**src/hdl/stcl_regs.vh**
```
// Constants of the temperature compensation and linearization datapath
// Operation
// - Invert control swaps positive and negative bridge inputs before the signal path.
// - Offset correction is applied ahead of the gain, so gain scales it.
// - First gap temperature difference is first knee minus filtered temperature.
// - Second gap difference is measured from the first knee, its lower end.
// - Third and fourth gaps measure difference from their lower boundary knee.
// - First-gap coefficients apply for temperatures from zero up to first knee.
// - Fourth gap runs from third knee to top code; no fourth knee exists.
// - Linearization runs only in digital mode; analog mode bypasses it.
// - One shared five-slot store holds temperature and linearization coefficients.
// - Slope code 1024 is unity and leaves the signal unchanged.
// - Coefficients are 12-bit sign, one integer bit, ten fraction bits.
// - Offset correction accumulates full corrections of every lower gap.
// - Gain code is coarse gain times fine gain plus coefficient times difference.
// - Linear output is break point plus slope times signal minus break point.
`ifndef STCL_REGS_VH
`define STCL_REGS_VH
`define STCL_TOP_CODE 10'h3ff
`define STCL_UNITY_COEF 12'h400
`define STCL_SIGN_BIT 11
`define STCL_FRAC_BITS 10
`define STCL_NUM_SLOTS 3'h5
`define STCL_MAX_TGAPS 3'h4
`define STCL_MIN_TGAPS 3'h1
`define STCL_OFS_MID 16'h0200
`define STCL_SLOT_RST 24'h000000
`define STCL_HI_MSB 23
`define STCL_HI_LSB 12
`define STCL_LO_MSB 11
`endif

```
**src/hdl/stcl_fxmul.v**
```verilog
// Sign-magnitude fixed-point coefficient times signed difference
`timescale 1ns/1ps
`include "stcl_regs.vh"
module stcl_fxmul (
  input wire [11:0] coef,
  input wire signed [10:0] val,
  output wire signed [12:0] prod
);
  // Magnitude with one integer and ten fraction bits
  wire signed [11:0] mag_s = {1'b0, coef[`STCL_SIGN_BIT-1:0]};
  wire signed [22:0] full = mag_s * val;
  // Drop the fraction; 2048 is minus zero and gives zero
  wire signed [12:0] scaled = full[22:`STCL_FRAC_BITS];
  assign prod = coef[`STCL_SIGN_BIT] ? -scaled : scaled;
endmodule

```
**src/hdl/stcl_lin_core.v**
```verilog
// Temperature compensation and signal linearization datapath
`timescale 1ns/1ps
`include "stcl_regs.vh"
module stcl_lin_core (
  input wire ref_clk,
  input wire nrst,
  input wire clk_en,
  input wire invert_sel,
  input wire digital_mode,
  input wire sig_valid,
  input wire [9:0] bridge_in_pos,
  input wire [9:0] bridge_in_neg,
  input wire temp_valid,
  input wire [9:0] temp_filt,
  input wire [9:0] temp_knee_first,
  input wire [9:0] temp_knee_second,
  input wire [9:0] temp_knee_third,
  input wire [2:0] coarse_gain_sel,
  input wire [9:0] fine_gain,
  input wire [1:0] coarse_offset_sel,
  input wire [9:0] fine_offset,
  input wire [2:0] num_temp_gaps,
  input wire coef_wr_en,
  input wire [2:0] coef_wr_idx,
  input wire [11:0] coef_wr_hi,
  input wire [11:0] coef_wr_lo,
  output reg [1:0] active_gap_q,
  output reg signed [15:0] dac_gain_q,
  output reg signed [15:0] dac_offset_q,
  output reg [9:0] sig_out_q,
  output reg [1:0] lin_gap_q,
  output reg out_valid_q
);
  // Clamp a wide signed value into the converter range
  function [9:0] sat10;
    input signed [22:0] v;
    begin
      if (v < 0)
        sat10 = 10'h000;
      else if (v > $signed({13'h0000, `STCL_TOP_CODE}))
        sat10 = `STCL_TOP_CODE;
      else
        sat10 = v[9:0];
    end
  endfunction

  reg [23:0] slot_q [0:4];
  reg signed [10:0] dt_q;
  reg signed [10:0] seg21_q;
  reg signed [10:0] seg32_q;
  reg [9:0] raw_q;
  reg raw_vld_q;
  reg [9:0] cond_q;
  reg cond_vld_q;
  reg [1:0] gap_d;
  reg signed [10:0] dt_d;
  reg [1:0] lgap_d;
  reg [2:0] probe_idx;
  integer k;
  integer i;

  // Temperature gap count kept inside one to four so slots stay shared
  wire [2:0] ntg = (num_temp_gaps < `STCL_MIN_TGAPS) ? `STCL_MIN_TGAPS :
                   (num_temp_gaps > `STCL_MAX_TGAPS) ? `STCL_MAX_TGAPS : num_temp_gaps;
  wire [2:0] nlg = `STCL_NUM_SLOTS - ntg;

  wire [10:0] t_ext = {1'b0, temp_filt};
  wire [10:0] k1_ext = {1'b0, temp_knee_first};
  wire [10:0] k2_ext = {1'b0, temp_knee_second};
  wire [10:0] k3_ext = {1'b0, temp_knee_third};

  // Gap choice; above the third knee the top code bounds the last gap
  always @*
  begin
    gap_d = 2'h0;
    dt_d = k1_ext - t_ext;
    if (temp_filt > temp_knee_third)
    begin
      gap_d = 2'h3;
      dt_d = t_ext - k3_ext;
    end
    else if (temp_filt > temp_knee_second)
    begin
      gap_d = 2'h2;
      dt_d = t_ext - k2_ext;
    end
    else if (temp_filt > temp_knee_first)
    begin
      gap_d = 2'h1;
      dt_d = t_ext - k1_ext;
    end
  end

  // Temperature gap coefficients live in slots zero up to ntg minus one
  wire [23:0] tslot = slot_q[{1'b0, active_gap_q}];
  wire signed [12:0] gain_adj;
  wire signed [12:0] ofs_adj;
  wire signed [12:0] ofs_seg2;
  wire signed [12:0] ofs_seg3;

  stcl_fxmul u_gain_tc (
    .coef(tslot[`STCL_HI_MSB:`STCL_HI_LSB]),
    .val(dt_q),
    .prod(gain_adj)
  );
  stcl_fxmul u_ofs_tc (
    .coef(tslot[`STCL_LO_MSB:0]),
    .val(dt_q),
    .prod(ofs_adj)
  );
  stcl_fxmul u_ofs_seg2 (
    .coef(slot_q[1][`STCL_LO_MSB:0]),
    .val(seg21_q),
    .prod(ofs_seg2)
  );
  stcl_fxmul u_ofs_seg3 (
    .coef(slot_q[2][`STCL_LO_MSB:0]),
    .val(seg32_q),
    .prod(ofs_seg3)
  );

  // Lower gaps contribute their full span correction
  wire signed [14:0] seg2_term = (active_gap_q >= 2'h2) ? {{2{ofs_seg2[12]}}, ofs_seg2} : 15'h0000;
  wire signed [14:0] seg3_term = (active_gap_q == 2'h3) ? {{2{ofs_seg3[12]}}, ofs_seg3} : 15'h0000;
  wire signed [14:0] ofs_acc = {{2{ofs_adj[12]}}, ofs_adj} + seg2_term + seg3_term;

  // Gain code: fine gain plus drift term, times the coarse step
  wire signed [13:0] gain_sum = $signed({4'h0, fine_gain}) + {gain_adj[12], gain_adj};
  wire [3:0] coarse_mult = {1'b0, coarse_gain_sel} + 4'h1;
  wire signed [18:0] gain_prod = gain_sum * $signed({1'b0, coarse_mult});
  wire signed [15:0] dac_gain_d = gain_prod[15:0];

  // Offset centred on mid code, widened by the coarse step
  wire signed [15:0] ofs_ctr = {6'h00, fine_offset} - `STCL_OFS_MID;
  wire signed [15:0] ofs_base = ofs_ctr <<< coarse_offset_sel;
  wire signed [15:0] dac_offset_d = ofs_base + {ofs_acc[14], ofs_acc};

  // Differential input, optionally swapped, clamped at zero
  wire signed [10:0] diff_pn = {1'b0, bridge_in_pos} - {1'b0, bridge_in_neg};
  wire signed [10:0] diff_np = {1'b0, bridge_in_neg} - {1'b0, bridge_in_pos};
  wire signed [10:0] diff_sel = invert_sel ? diff_np : diff_pn;

  // Offset enters before the gain so the gain also scales it
  wire signed [16:0] ofs_sum = $signed({7'h00, raw_q}) + {dac_offset_q[15], dac_offset_q};
  wire signed [32:0] cond_prod = ofs_sum * dac_gain_q;
  wire signed [22:0] cond_scaled = cond_prod[32:`STCL_FRAC_BITS];

  // Linearization gap: highest break point not above the signal
  always @*
  begin
    lgap_d = 2'h0;
    probe_idx = 3'h0;
    for (k = 1; k < 4; k = k + 1)
    begin
      probe_idx = ntg + k[2:0];
      if ((k[2:0] < nlg) && (slot_q[probe_idx][9:0] <= cond_q))
        lgap_d = k[1:0];
    end
  end

  // Linearization slots follow the temperature slots
  wire [2:0] lin_idx = ntg + {1'b0, lgap_d};
  wire [23:0] lslot = slot_q[lin_idx];
  wire [9:0] lin_bp = lslot[9:0];
  wire signed [10:0] lin_diff = {1'b0, cond_q} - {1'b0, lin_bp};
  wire signed [12:0] lin_adj;

  // Unity slope 1024 returns the difference unchanged
  stcl_fxmul u_lin_slope (
    .coef(lslot[`STCL_HI_MSB:`STCL_HI_LSB]),
    .val(lin_diff),
    .prod(lin_adj)
  );

  wire signed [13:0] lin_val = $signed({4'h0, lin_bp}) + {lin_adj[12], lin_adj};

  // Shared coefficient store, written by slot index
  always @(posedge ref_clk)
  begin
    if (!nrst)
    begin
      for (i = 0; i < 5; i = i + 1)
        slot_q[i] <= `STCL_SLOT_RST;
    end
    else if (clk_en && coef_wr_en && (coef_wr_idx < `STCL_NUM_SLOTS))
    begin
      slot_q[coef_wr_idx] <= {coef_wr_hi, coef_wr_lo};
    end
  end

  // Temperature stage updates only on a fresh filtered sample
  always @(posedge ref_clk)
  begin
    if (!nrst)
    begin
      active_gap_q <= 2'h0;
      dt_q <= 11'h000;
      seg21_q <= 11'h000;
      seg32_q <= 11'h000;
    end
    else if (clk_en && temp_valid)
    begin
      active_gap_q <= gap_d;
      dt_q <= dt_d;
      seg21_q <= k2_ext - k1_ext;
      seg32_q <= k3_ext - k2_ext;
    end
  end

  // Converter codes follow the held gap every enabled cycle
  always @(posedge ref_clk)
  begin
    if (!nrst)
    begin
      dac_gain_q <= 16'h0000;
      dac_offset_q <= 16'h0000;
    end
    else if (clk_en)
    begin
      dac_gain_q <= dac_gain_d;
      dac_offset_q <= dac_offset_d;
    end
  end

  // Three-stage signal pipe: input, conditioned, output
  always @(posedge ref_clk)
  begin
    if (!nrst)
    begin
      raw_q <= 10'h000;
      raw_vld_q <= 1'b0;
      cond_q <= 10'h000;
      cond_vld_q <= 1'b0;
      sig_out_q <= 10'h000;
      lin_gap_q <= 2'h0;
      out_valid_q <= 1'b0;
    end
    else if (clk_en)
    begin
      raw_vld_q <= sig_valid;
      if (sig_valid)
        raw_q <= sat10({{12{diff_sel[10]}}, diff_sel});
      cond_vld_q <= raw_vld_q;
      if (raw_vld_q)
        cond_q <= sat10(cond_scaled);
      out_valid_q <= cond_vld_q;
      if (cond_vld_q)
      begin
        lin_gap_q <= digital_mode ? lgap_d : 2'h0;
        // Analog mode passes the conditioned value untouched
        if (digital_mode)
          sig_out_q <= sat10({{9{lin_val[13]}}, lin_val});
        else
          sig_out_q <= cond_q;
      end
    end
  end
endmodule

```
**config.mk**
```make
export PLATFORM = sky130hd
export DESIGN_NAME = stcl_lin_core
export DESIGN_NICKNAME = d
export VERILOG_FILES = /design/src/hdl/stcl_fxmul.v /design/src/hdl/stcl_lin_core.v
export VERILOG_INCLUDE_DIRS = /design/src /design/src/hdl
export SDC_FILE = /design/constraint.sdc
export NUM_CORES = 2
export LEC_CHECK = 0
export BUFFER_PORTS_ARGS = -buffer_cell sky130_fd_sc_hd__buf_2
export CAP_MARGIN = 20
export CORE_ASPECT_RATIO = 1.25
export CORE_MARGIN = 2
export CORE_UTILIZATION = 35
export DETAILED_ROUTE_END_ITERATION = 6
export PLACE_DENSITY_LB_ADDON = 0.3
export SLEW_MARGIN = 10
export SYNTH_ARGS = -nofsm -noshare
export SYNTH_HDL_FRONTEND = slang
export SYNTH_HIERARCHICAL = 1
export SYNTH_SLANG_ARGS = --single-unit
```
**constraint.sdc**
```tcl
create_clock -name ref_clk -period 44.3 [get_ports ref_clk]
set_clock_uncertainty 0.1 [all_clocks]
set_input_delay 2.215 -clock ref_clk [delete_from_list [all_inputs] [get_ports ref_clk]]
set_output_delay 2.215 -clock ref_clk [all_outputs]
set_load 0.02 [all_outputs]
```
==> out/metrics.cfg <==
[status]
status=complete, no violations

[yosys]
ys_warn_count=6
synthArstFlopShare_pct=0
postSynthCellCount=6022
synth_edf_count=184
ys_seq_area_share_pct=13.9
netlist_area_mm2=0.0547
syn_area_per_cell_um2=9.08
ys.flop_type=edfxtp_1
ys_seq_elements=288
yosysUniqueCellTypes=95

[worst_setup_path]
cp_slowest_stage_delay_ps=920
cp.required_ps=44630
path_class=input port to flop
cp-start-kind=input port
crit_path_end_kind=flop
worst-path-max-fanout=61
cpMaxStageDelayCell=fa_2
crit_path_frequent_cell=a21oi_1
crit_arrival_ps=18360

[grt]
antenna_found_initial=14
grt_pass1_vias=44200
grt.total_usage_pct=19.6
grt.overflow.total=0
grt_pass1_wl_mm=245
grt_max_degree=62

[route]
drtPass1Iterations=5
first_iter_violations=2066
wl_met2_mm=78.7
via_per_inst=5.09
routed_wl_mm=154
postRouteAntennaNets=0
via_count=41800
routedWlPerCell_um=18.8
wl_met3_mm=7.04
met1Wirelength_mm=63.5
top_layer_used=met5
route.detailed.drc=0

[final_layout]
multiInputGateArea_mm2=0.0427
area_delta_synth_final_pct=8.32
ff_latch_area_mm2=0.00761
drive_gt1_share_pct=7.94
nNetsFinal=7609
nFillCells=15700

[timing]
fin_crit_ps=18040
drv_slew=0
tns_ps=0
worst_slew_pin_slew_ps=1090
rsz0062_at_grt=no
finalHoldViolCount=0
max_slew_margin_pct=27.0
min_period_over_period_pct=40.7
fmax_mhz=55.4
setup_viol_count_final=0

[clocking]
clockBufferDepth=3
cts_tree=yes
hold_buffers=0
clkTransAtPathRegs_ps=60
numCtsBuffers=35
clock-sinks=288
clk_latency_ps=580
postCtsResizedCells=0
root_buffer=clkbuf_16
cts_setup_buffers=0
htree_num_levels=2

[floorplan]
initial_utilization_pct=35.2
fp.dieArea_mm2=0.159
die_w_um=357
core-area_mm2=0.155
die_h_um=446
num_rows=162
ioPinCount=170

[placed_design]
portBuffers=169
place_congestion=0.904
dp_hpwl_mm=124

[hold_path]
hold_class=flop to flop

[flow_run]
drv_cap=0

-- synthesized netlist by cell type (15+ instances only) --
cell	n	area (um2)
or3_1	15	93.8
nor2b_1	43	269
o21a_1	36	270
nand2b_1	75	469
nand4_1	18	113
o21ai_0	165	826
a21boi_0	19	143
ha_1	643	8050
mux2_2	24	270
o21bai_1	30	225
o211ai_1	23	173
fa_1	722	14500
and3_1	38	238
a31oi_1	23	144
nor2_1	231	867
nor3_1	38	190
buf_1	16	60.1
nand2_1	728	2730
xor2_1	70	613
a211oi_1	34	255
a21oi_1	192	961
nand3_1	94	470
edfxtp_1	184	5530
o31ai_1	16	120
xnor2_1	178	1560
inv_1	1004	3770
mux4_2	91	2050
o21ai_1	15	75.1
mux2i_1	50	500
a21o_1	72	541
clkbuf_1	221	830
dfxtp_1	104	2080
and2_1	565	3530
a221oi_1	16	140
-- worst max-delay path: cells and delay by family --
family,cells,cell delay [ps]
AO/OA/AOI/OAI,23,4430
XOR/XNOR,2,810
adder cells (fa/ha/maj),12,5270
buffers and inverters,8,2020
multiplexers,3,1460
AND/OR/NAND/NOR,10,2080
-- sequential cells by signal (all words and copies together) (netlist names), named ones only --
register	count
raw_q	10
dac_offset_q	16
raw_vld_q	1
dac_gain_q	16
seg32_q	11
seg21_q	11
lin_gap_q	2
sig_out_q	10
out_valid_q	1
dt_q	11
active_gap_q	2
slot_q	184
cond_vld_q	1
cond_q	10
-- cells by family after synthesis --
kind of cell,share of synthesized area (%)
adders and majority gates,41.2
other,0.00686
buffers and inverters,8.65
xor gates and xnor gates,3.97
and+or+nand+nor,17.4
muxes,5.16
AOI/OAI and AO/OA,9.72
DFF,13.9
-- per-stage QoR --
step           util [%]  cells  area (um2)  hold WS, ps  setup WS [ps]
6_report           38.1   8199       59200          357          26260
5_1_grt            38.1   8196       59200          378          24800
4_1_cts            38.1   8194       59200          359          26270
3_5_place_dp       37.3   8133       58100          343          25640
3_3_place_gp       37.3   8129       58000          345          25940
2_1_floorplan         -   6087       54900          339          26850
-- layout make-up --
cell class	instances	area share (%)
diodes	4	0.0169
clock buffers	39	1.52
clock inverters	22	0.404
inverters	1011	6.41
multi-input cells	4544	72.1
flip-flops and latches	288	12.8
well taps	2050	4.33
repair buffers	241	2.37
-- per-layer routing --
layer  up-vias  GRT usage, %
li1      19700             -
met1     20900          24.3
met2       937          35.8
met3       219          2.02
met4         6          5.45
met5         -             0
-- worst paths after layout --
kind | from | slack (ps) | cells past startpoint | end
worst max-delay path | num_temp_gaps[2] | 26260 | 58 | sig_out_q[1]
worst min-delay path | lin_gap_q[0] | 360 | 2 | lin_gap_q[0]
worst max register to register | slot_q[2][1] | 28860 | 54 | sig_out_q[1]
worst min register to register | lin_gap_q[0] | 360 | 2 | lin_gap_q[0]
-- placed cells by master (no fill, tap or decap), drive strengths merged, types with 36 or more instances in the layout --
cell type / Yosys / routed
o21a: 36 / 36
edfxtp: 184 / 184
mux2i: 50 / 50
and3: 41 / 41
and2: 567 / 567
a21o: 75 / 75
fa: 722 / 722
o21ai: 180 / 180
a211oi: 39 / 39
a21oi: 194 / 194
xnor2: 178 / 178
nor2b: 43 / 43
nand2: 728 / 728
nand3: 94 / 94
xor2: 70 / 70
mux4: 91 / 91
conb: 1 / 66
nor3: 38 / 38
buf: 18 / 241
inv: 1004 / 1008
dfxtp: 104 / 104
clkbuf: 226 / 39
nand2b: 75 / 75
ha: 643 / 643
nor2: 231 / 231
Power is not shown: default switching activity piles up to over one toggle a cycle in this logic, so the estimate is an artifact.
